<file path="config.mk">
export PLATFORM = sky130hd
export DESIGN_NAME = pcg_top
export DESIGN_NICKNAME = d
export VERILOG_FILES = /design/src/verilog/pcg_pkg.sv /design/src/verilog/pcg_top.sv /design/src/verilog/pcg_gate_cell.sv
export SDC_FILE = /design/constraint.sdc
export NUM_CORES = 1
export LEC_CHECK = 0
export ABC_AREA = 1
export BUFFER_PORTS_ARGS = -buffer_cell sky130_fd_sc_hd__buf_2
export CAP_MARGIN = 20
export CORE_MARGIN = 2
export CORE_UTILIZATION = 48
export DETAILED_ROUTE_END_ITERATION = 7
export PLACE_DENSITY = 0.77
export SLEW_MARGIN = 20
export SYNTH_ARGS = -nofsm -noshare
export SYNTH_HDL_FRONTEND = slang
export SYNTH_HIERARCHICAL = 1
export SYNTH_SLANG_ARGS = --single-unit
</file>
<file path="constraint.sdc">
create_clock -name pclk -period 1.4 [get_ports pclk]
set_input_delay 0 -clock pclk [delete_from_list [all_inputs] [get_ports pclk]]
set_output_delay 0 -clock pclk [all_outputs]
set_load 0.01 [all_outputs]
</file>
<file path="src/verilog/pcg_pkg.sv">
// pcg_pkg: register map, field positions and reset values of the
// power and clock gating block.
// assumes a 32-bit apb3 slave clocked by pclk at 100 MHz.
package pcg_pkg;
    localparam int          ADDR_W          = 8;
    localparam int          DATA_W          = 32;

    // register byte addresses
    localparam logic [7:0]  ADDR_CTRL       = 8'h00;
    localparam logic [7:0]  ADDR_PMCTL      = 8'h08;
    localparam logic [7:0]  ADDR_STATUS     = 8'h0c;
    localparam logic [7:0]  ADDR_CODEC      = 8'h14;

    // main control: module enables
    localparam int          EN_JOY_BIT      = 6;
    localparam int          EN_UART_BIT     = 5;
    localparam int          EN_DAC1_BIT     = 4;
    localparam int          EN_DAC2_BIT     = 3;
    localparam int          EN_ADC_BIT      = 2;
    localparam int          EN_LO           = 2;
    localparam int          EN_HI           = 6;
    localparam logic [4:0]  CTRL_EN_RST     = 5'h00;

    // clock gate control
    localparam int          PM_BUS_RUN_BIT  = 0;
    localparam int          PM_XTAL_RUN_BIT = 1;
    localparam logic [1:0]  PMCTL_RST       = 2'h0;

    // status layout
    localparam int          ST_BUS_BIT      = 0;
    localparam int          ST_XTAL_BIT     = 1;
    localparam int          ST_CODEC_PD_BIT = 7;
    localparam int          ST_BUSY_BIT     = 8;

    // codec access word layout
    localparam int          CX_DATA_LO      = 0;
    localparam int          CX_DATA_HI      = 15;
    localparam int          CX_IDX_LO       = 16;
    localparam int          CX_IDX_HI       = 22;
    localparam logic [6:0]  CODEC_PD_INDEX  = 7'h16;
    localparam int          CODEC_PD_BIT    = 1;
    localparam logic [6:0]  CX_IDX_RST      = 7'h00;
    localparam logic [15:0] CX_DATA_RST     = 16'h0000;

    // nominal crystal rate in kHz, for reference by users
    localparam int          XTAL_KHZ        = 24576;
endpackage

</file>
<file path="src/verilog/pcg_top.sv">
// pcg_top: apb register file, module enables, bus and crystal clock
// gating, master clock forwarding and codec register forwarding.
// assumes an apb3 master on pclk; crystal_clock_in is asynchronous.
`timescale 1ns/1ps
`default_nettype none
// Function
// - power and gating change only through software register writes.
// - registers keep contents through any gated or powered-down state.
// - control bits 6..2 at 00h enable joystick, midi port, serial audio.
// - serial audio has three enables: two playback, one record channel.
// - modules without an enable bit stay running regardless of enables.
// - bus clock gated: bus interface and irq/select keep their clock.
// - crystal gated: every internal user and master clock out stop.
// - after reset the device sleeps with all modules disabled.
// - master clock to the codec is a buffered copy of the crystal input; here it is the crystal resampled on pclk after the sync flops.
module pcg_top
    import pcg_pkg::*;
(
    input  wire logic                    pclk,
    input  wire logic                    presetn,
    input  wire logic                    psel,
    input  wire logic                    penable,
    input  wire logic                    pwrite,
    input  wire logic [pcg_pkg::ADDR_W-1:0] paddr,
    input  wire logic [pcg_pkg::DATA_W-1:0] pwdata,
    output var  logic [pcg_pkg::DATA_W-1:0] prdata,
    output var  logic                    pready,
    output var  logic                    pslverr,
    input  wire logic                    crystal_clock_in,
    output var  logic                    buffered_master_clock_out,
    output var  logic                    xtal_clk_en,
    output var  logic                    core_clk_en,
    output var  logic                    bus_if_clk_en,
    output var  logic                    joy_run,
    output var  logic                    uart_run,
    output var  logic                    dac1_run,
    output var  logic                    dac2_run,
    output var  logic                    adc_run,
    output var  logic                    codec_wr_valid,
    input  wire logic                    codec_wr_ready,
    output var  logic [6:0]              codec_wr_index,
    output var  logic [15:0]             codec_wr_data
);
    import pcg_pkg::*;

    // register state
    logic [4:0]  ctrl_en_r;
    logic [4:0]  ctrl_en_nxt;
    logic [1:0]  pmctl_r;
    logic [1:0]  pmctl_nxt;
    logic        codec_pd_r;
    logic        codec_pd_nxt;
    logic [6:0]  cx_idx_r;
    logic [6:0]  cx_idx_nxt;
    logic [15:0] cx_data_r;
    logic [15:0] cx_data_nxt;
    logic        cx_valid_r;
    logic        cx_valid_nxt;

    // bus interface
    logic [31:0] prdata_r;
    logic [31:0] prdata_nxt;
    logic        pready_r;
    logic        pslverr_r;
    logic        pslverr_nxt;
    logic        presetn_q_r;

    // clock side
    logic        xtal_s1_r;
    logic        xtal_s2_r;
    logic        xtal_s3_r;
    logic        bus_run;
    logic        xtal_run;
    logic        mclk_r;
    logic        mclk_nxt;
    logic        xtal_en_r;
    logic        xtal_en_nxt;
    logic [4:0]  run_r;
    logic [4:0]  run_nxt;

    // decode
    wire         setup_w   = psel & ~penable;
    wire         access_w  = psel & penable & pready_r;
    wire         wr_w      = access_w & pwrite;
    wire         hit_ctrl  = (paddr == ADDR_CTRL);
    wire         hit_pm    = (paddr == ADDR_PMCTL);
    wire         hit_stat  = (paddr == ADDR_STATUS);
    wire         hit_codec = (paddr == ADDR_CODEC);
    wire         mapped_w  = hit_ctrl | hit_pm | hit_stat | hit_codec;
    // status is read-only: writing it is flagged
    wire         bad_w     = ~mapped_w | (pwrite & hit_stat);
    wire         cx_wr_w   = wr_w & hit_codec & ~cx_valid_r;
    wire         cx_done_w = cx_valid_r & codec_wr_ready;
    wire [6:0]   wr_idx_w  = pwdata[CX_IDX_HI:CX_IDX_LO];
    wire [15:0]  wr_data_w = pwdata[CX_DATA_HI:CX_DATA_LO];

    // write paths; only software writes move any of this state
    assign ctrl_en_nxt = (wr_w & hit_ctrl) ?
                         pwdata[EN_HI:EN_LO] : ctrl_en_r;
    assign pmctl_nxt   = (wr_w & hit_pm) ?
                         pwdata[1:0] : pmctl_r;

    // codec forwarding; a write while busy is dropped, not queued
    assign cx_idx_nxt   = cx_wr_w ? wr_idx_w : cx_idx_r;
    assign cx_data_nxt  = cx_wr_w ? wr_data_w : cx_data_r;
    assign cx_valid_nxt = cx_wr_w | (cx_valid_r & ~codec_wr_ready);

    // track codec power state from the forwarded write
    wire   pd_hit_w     = cx_done_w & (cx_idx_r == CODEC_PD_INDEX);
    assign codec_pd_nxt = pd_hit_w ?
                          ~cx_data_r[CODEC_PD_BIT] : codec_pd_r;

    // read mux
    wire [31:0] rd_ctrl  = {25'h0, ctrl_en_r, 2'h0};
    wire [31:0] rd_pm    = {30'h0, pmctl_r};
    wire [31:0] rd_stat  = {23'h0, cx_valid_r, codec_pd_r, run_r,
                            xtal_run, bus_run};
    wire [31:0] rd_codec = {9'h0, cx_idx_r, cx_data_r};
    assign prdata_nxt = ~(setup_w & ~pwrite) ? prdata_r :
                        hit_ctrl  ? rd_ctrl  :
                        hit_pm    ? rd_pm    :
                        hit_stat  ? rd_stat  :
                        hit_codec ? rd_codec : 32'h0000_0000;
    assign pslverr_nxt = setup_w ? bad_w : pslverr_r;

    // crystal: two-flop sync then a third for edge detect
    pcg_gate_cell u_gate_xtal (
        .clk       (pclk),
        .rst_n     (presetn),
        .run_req   (pmctl_r[PM_XTAL_RUN_BIT]),
        .phase_low (~xtal_s2_r),
        .run_r     (xtal_run)
    );

    // bus clock enable gate; pclk domain has no low phase to wait for
    pcg_gate_cell u_gate_bus (
        .clk       (pclk),
        .rst_n     (presetn),
        .run_req   (pmctl_r[PM_BUS_RUN_BIT]),
        .phase_low (1'b1),
        .run_r     (bus_run)
    );

    // buffered master clock follows crystal only while gate is open
    assign mclk_nxt    = xtal_run & xtal_s2_r;
    assign xtal_en_nxt = xtal_run & xtal_s2_r & ~xtal_s3_r;

    // module run = enable and bus clock; registers stay untouched
    assign run_nxt = ctrl_en_r & {5{bus_run}};

    always_ff @(posedge pclk or negedge presetn) begin
        if (!presetn) begin
            xtal_s1_r <= 1'b0;
            xtal_s2_r <= 1'b0;
            xtal_s3_r <= 1'b0;
        end else begin
            xtal_s1_r <= crystal_clock_in;
            xtal_s2_r <= xtal_s1_r;
            xtal_s3_r <= xtal_s2_r;
        end
    end

    // registers: reset only by presetn, never by gating
    always_ff @(posedge pclk or negedge presetn) begin
        if (!presetn) begin
            ctrl_en_r  <= CTRL_EN_RST;
            pmctl_r    <= PMCTL_RST;
            codec_pd_r <= 1'b0;
            cx_idx_r   <= CX_IDX_RST;
            cx_data_r  <= CX_DATA_RST;
            cx_valid_r <= 1'b0;
        end else begin
            ctrl_en_r  <= ctrl_en_nxt;
            pmctl_r    <= pmctl_nxt;
            codec_pd_r <= codec_pd_nxt;
            cx_idx_r   <= cx_idx_nxt;
            cx_data_r  <= cx_data_nxt;
            cx_valid_r <= cx_valid_nxt;
        end
    end

    // apb answer: ready raised in setup, so one access cycle
    always_ff @(posedge pclk or negedge presetn) begin
        if (!presetn) begin
            prdata_r  <= 32'h0000_0000;
            pready_r  <= 1'b0;
            pslverr_r <= 1'b0;
        end else begin
            prdata_r  <= prdata_nxt;
            pready_r  <= setup_w;
            pslverr_r <= pslverr_nxt;
        end
    end

    always_ff @(posedge pclk or negedge presetn) begin
        if (!presetn) begin
            mclk_r    <= 1'b0;
            xtal_en_r <= 1'b0;
            run_r     <= 5'h00;
        end else begin
            mclk_r    <= mclk_nxt;
            xtal_en_r <= xtal_en_nxt;
            run_r     <= run_nxt;
        end
    end

    // outputs straight from flops
    assign prdata                    = prdata_r;
    assign pready                    = pready_r;
    assign pslverr                   = pslverr_r;
    assign buffered_master_clock_out = mclk_r;
    assign xtal_clk_en               = xtal_en_r;
    // modules with no enable bit follow the bus gate only
    assign core_clk_en               = bus_run;
    // bus interface and irq/select never lose their clock
    assign bus_if_clk_en             = presetn_q_r;
    assign joy_run                   = run_r[EN_JOY_BIT-EN_LO];
    assign uart_run                  = run_r[EN_UART_BIT-EN_LO];
    assign dac1_run                  = run_r[EN_DAC1_BIT-EN_LO];
    assign dac2_run                  = run_r[EN_DAC2_BIT-EN_LO];
    assign adc_run                   = run_r[EN_ADC_BIT-EN_LO];
    assign codec_wr_valid            = cx_valid_r;
    assign codec_wr_index            = cx_idx_r;
    assign codec_wr_data             = cx_data_r;

    // always-on enable for bus interface, high from first edge
    always_ff @(posedge pclk or negedge presetn) begin
        if (!presetn) begin
            presetn_q_r <= 1'b0;
        end else begin
            presetn_q_r <= 1'b1;
        end
    end
endmodule // pcg_top
`default_nettype wire

</file>
<file path="src/verilog/pcg_gate_cell.sv">
// pcg_gate_cell: glitch-free run flag for one gated clock.
// assumes phase_low is a level on clk that is high while the gated
// clock is in its low phase.
`timescale 1ns/1ps
`default_nettype none
module pcg_gate_cell (
    input  wire logic clk,
    input  wire logic rst_n,
    input  wire logic run_req,
    input  wire logic phase_low,
    output var  logic run_r
);
    logic run_nxt;

    // only switch while the clock is low: no shortened pulse
    assign run_nxt = phase_low ? run_req : run_r;

    always_ff @(posedge clk or negedge rst_n) begin
        if (!rst_n) begin
            run_r <= 1'b0;
        end else begin
            run_r <= run_nxt;
        end
    end
endmodule // pcg_gate_cell
`default_nettype wire

</file>
== Word level (Yosys, flattened, before mapping) ==
Cells that the tools add are included.

* Equal/unequal tests: 4
* Mux-type cells: 4
* Bitwise logic cells: 28
* Reductions and logical operators: 1

{| class="wikitable"
|+ Operators with widths
! kind !! count
|-
| $mux W23 || 4
|-
| $eq A8 B4 Y1 const B || 2
|-
| $and A1 B1 Y1 || 15
|-
| $eq A8 B5 Y1 const B || 1
|-
| $logic_not A8 Y1 || 1
|-
| $eq A7 B5 Y1 const B || 1
|-
| $not A1 Y1 || 7
|-
| $and A5 B5 Y5 || 1
|-
| $or A1 B1 Y1 || 5
|}

* Register bits: 79
* Logic and storage cells: 55

== Logic depth before layout (Yosys ltp) ==
* Depth after elaboration: 6
* Gate-level depth with buffers: 9

== Modules after synthesis ==
Netlist, hierarchy kept.

{| class="wikitable"
|+ Modules (own cells, without submodules)
! module !! instances !! cells each !! area an instance (um^2) !! seq. area each (um^2)
|-
| pcg_top || 1 || 362 || 3,004.1 || 1,701.6
|-
| pcg_gate_cell || 2 || 5 || 40.0 || 25.0
|}

== Worst setup path after synthesis ==
No wires, ideal clock.

* Kind: register to register
* Start point: register pready_r (netlist: pready)
* End point: register cx_data_r[10] (netlist: codec_wr_data[10])
* Setup time: 0.116 ns
* Data arrival time: 1.193 ns
* Data required time: 1.284 ns
* Slack: 0.090 ns
* Stages on the path, launching flop included: 7
* Period minus slack after synthesis: 1.310 ns
* Cell sequence: dfrtp_1 nand4_1 inv_1 nand3_4 buf_6 nand2_1 nand2_1

* Longest elaborated chain between the ends: 4

{| class="wikitable"
|+ RTL lines
! what !! line !! source
|-
| start: declaration || pcg_top.sv:63 || <nowiki>logic pready_r;</nowiki>
|-
| start signal: assignment || pcg_top.sv:190 || <nowiki>pready_r <= setup_w;</nowiki>
|-
| $and A1 B1 Y1 || pcg_top.sv:83 || <nowiki>wire access_w = psel & penable & pready_r;</nowiki>
|-
| $and A1 B1 Y1 || pcg_top.sv:84 || <nowiki>wire wr_w = access_w & pwrite;</nowiki>
|-
| $and A1 B1 Y1 (2 in series) || pcg_top.sv:92 || <nowiki>wire cx_wr_w = wr_w & hit_codec & ~cx_valid_r;</nowiki>
|-
| end signal: assignment || pcg_top.sv:177 || <nowiki>cx_data_r <= cx_data_nxt;</nowiki>
|-
| end: declaration || pcg_top.sv:55 || <nowiki>logic [15:0] cx_data_r;</nowiki>
|}

No other way between the ends.
A chain may end at the register's enable or synchronous reset.

== Final worst setup path ==
* Start point: input psel
* End point: register cx_data_r[12] (netlist: codec_wr_data[12])

* Longest elaborated chain between the ends: 5

{| class="wikitable"
|+ RTL lines
! what !! line !! source
|-
| start: declaration || pcg_top.sv:21 || <nowiki>input wire logic psel,</nowiki>
|-
| $and A1 B1 Y1 (2 in series) || pcg_top.sv:83 ||
|-
| $and A1 B1 Y1 || pcg_top.sv:84 ||
|-
| $and A1 B1 Y1 (2 in series) || pcg_top.sv:92 ||
|}

No other way between the ends.

==> impl_metrics.csv <==
group,metric,value,unit
critical_path,critPathKind,"primary input to flop",
sta,timing.fmax,774.7,MHz
sta,skew,0.008745,ns
flow_run,max-cap-violations,0,
place,hpwl,5149,um
critical_path,path_cells,"dlygate4sd3_1, buf_2, nand4_1, buf_4, nor3_4, buf_4, nand2_1, nand2_1",
synthesis,postSynthAreaPerCell,8.291,um^2
route,wl_per_cell,12.72,um
power_and_ir_drop,p_per_area,985.8,nW/um^2
critical_path,required,1.67,ns
synthesis,yosysUniqueCellTypes,23,
synthesis,syn_area,3084,um^2
sta,slew_viol_final,0,
floorplan,ios,114,
critical_path,cp-start-kind,"primary input",
critical_path,path_buf_inv,4,
sta,period_minus_slack,1.291,ns
cts,cts_htree_levels,3,
floorplan,die_w,84.16,um
sta,setup_violations,0,
cts,clock_sinks,70,
critical_path,cp_top_family,"buffers and inverters",
cts,cts_root_buf,"clkbuf_8",
critical_path,end_kind,"flop",
grt,track_usage,22.00,%
sta,rsz0062_at_grt,"no",
floorplan,dieArea,7083,um^2
grt,grt_pass1_vias,2652,
final_layout,fin_nets,560,
final_layout,drive_gt1_share,27.22,%
power_and_ir_drop,leakage,2.578,nW
floorplan,core_area,6277,um^2
grt,grt_pass1_wl,12460,um
floorplan,std_cell_rows,29,
route,drc,0,
sta,setup_tns,0,ns
critical_path,slowest_delay,0.54,ns
place,dp_slack,0.04542,ns
final_layout,antenna_cells,0,
route,viasPerCell,4.765,
route,wirelength,7568,um
final_layout,final_common_cell,"nand2_1",
cts,path_clk_slew,0.07,ns
sta,setup_slack,0.1092,ns
place,gp_congestion,0.7994,
final_layout,final_cell_count_no_fill,595,
final_layout,most-common-layout-cells,"179 x nand2_1, 94 x buf_2, 70 x dfrtp_1, 34 x nand3_1, 28 x dlygate4sd3_1",
grt,antenna_found_initial,0,
critical_path,crit_fanout,8,
power_and_ir_drop,vdd_drop_max,0.7306,mV
power_and_ir_drop,p_total,0.004127,W
synthesis,ys_warn_count,6,
floorplan,die_h,84.16,um
route,detail_route.first_pass.iterations,4,
critical_path,arrival,1.56,ns
synthesis,ys_ff_latch,70,
route,detail_route.iter0.violations,136,
place,port_buffers,95,
cts,cts_tree,"done",
synthesis,synth_cells,372,
route,antenna_left,0,
synthesis,yosysSeqAreaShare,56.80,%
sta,hold_violations,0,
grt,overflow,0,
route,num_vias,2835,
critical_path,crit_slowest_cell,"dlygate4sd3_1",
run_status,status,"completed",
sta,period_share,92.20,%
floorplan,start_util,49.13,%
hold_path,holdCritPathClass,"primary input to flop",
cts,numCtsBuffers,9,
cts,clockBufferDepth,2,
final_layout,syn2layout_area_growth,35.74,%
place,dp.cells,549,
cts,worstSkewPairLatency,0.33,ns
grt,grt_max_degree,32,
[routing by layer]
metal | share of wire (%) | wire length [um] | GRT usage [%]
met1 | 45 | 3380 | 31.16
met2 | 48 | 3639 | 33.98
met3 | 5.8 | 436 | 4.326
met4 | 1.5 | 112 | 8.211
met5 | 0 | 0 | 0
[state kept, by name (all words and copies together), names as in the netlist, 2 cells and up]
| name | count |
|---|---|
| prdata | 23 |
| codec_wr_data | 16 |
| run_r | 5 |
| pmctl_r | 2 |
| ctrl_en_r | 5 |
| codec_wr_index | 7 |
[logic make-up (layout without fill, tap and decap cells)]
family | count (synthesis) | count (layout) | synth area share [%]
compound gates | 6 | 6 | 0.9737
buf+inv | 46 | 181 | 7.870
flops | 70 | 70 | 56.80
other cells | 2 | 12 | 0.2435
simple gates | 248 | 249 | 34.12
[Yosys cell counts]
master | instances | share of area, %
nor3_4 | 1 | 0.53
nor2_4 | 1 | 0.37
o21ai_0 | 4 | 0.65
or2_2 | 4 | 0.81
inv_2 | 2 | 0.24
nor2_2 | 2 | 0.41
conb_1 | 2 | 0.24
dfrtp_1 | 70 | 57
a21oi_1 | 2 | 0.32
clkbuf_1 | 2 | 0.24
nand3_1 | 34 | 5.5
buf_4 | 10 | 2.4
nor2_1 | 21 | 2.6
buf_2 | 2 | 0.32
nand2_2 | 1 | 0.20
buf_6 | 4 | 1.5
nor3_1 | 1 | 0.16
inv_1 | 26 | 3.2
nand2_4 | 1 | 0.37
nand3_4 | 1 | 0.57
nand2_1 | 179 | 22
nand4_1 | 1 | 0.20
nor2_8 | 1 | 0.65
[path summary, 6_finish.rpt]
check,startpoint,to,cells after the start,slack [ns]
min,pwrite,pslverr,3,0.02
max,psel,codec_wr_data[12],8,0.11
max in group asynchronous,presetn,pmctl_r[0],3,0.75
min in group asynchronous,presetn,codec_wr_data[4],2,0.08
max reg2reg,pready,codec_wr_data[12],6,0.12
min reg2reg,xtal_s1_r,xtal_s2_r,0,0.36
[stage by stage]
stage,utilization (%),instance area [um^2],hold WS [ns]
after global routing,66.69,4187,0.06813
final,66.69,4187,0.02225
after global placement,58.44,3669,-0.1168
after CTS,66.29,4161,0.01203
after detailed placement,58.44,3669,-0.1127
after floorplan,-,3122,-0.2956
[what timing repair did]
action,in CTS,in global routing
buffers inserted,0,1
setup endpoints to repair,0,23
hold buffers,28,0
hold endpoints to repair,103,0
gates resized for setup,0,2
[where the power goes]
part	internal (W)	switching, W	leakage, nW
combinational	0.000153	0.000175	1.51
clock	0.000993	0.000742	0.113
sequential	0.00205	0.0000136	0.954
total	0.00320	0.000930	2.58
[cell type report]
type	count	area, um^2
fillers	522	2091
well taps	77	96.34
clock buffers	9	123.9
repair buffers	137	875.8
flip-flops and latches	70	1752
clock inverters	7	88.84
multi-input cells	267	1145
inverters	28	105.1
[worst min-delay path: stages]
cell and delay [ns]:
buf_2 0.12, a21oi_1 0.07, a21oi_1 0.12
No activity file was read; power rests on OpenSTA's default activity.
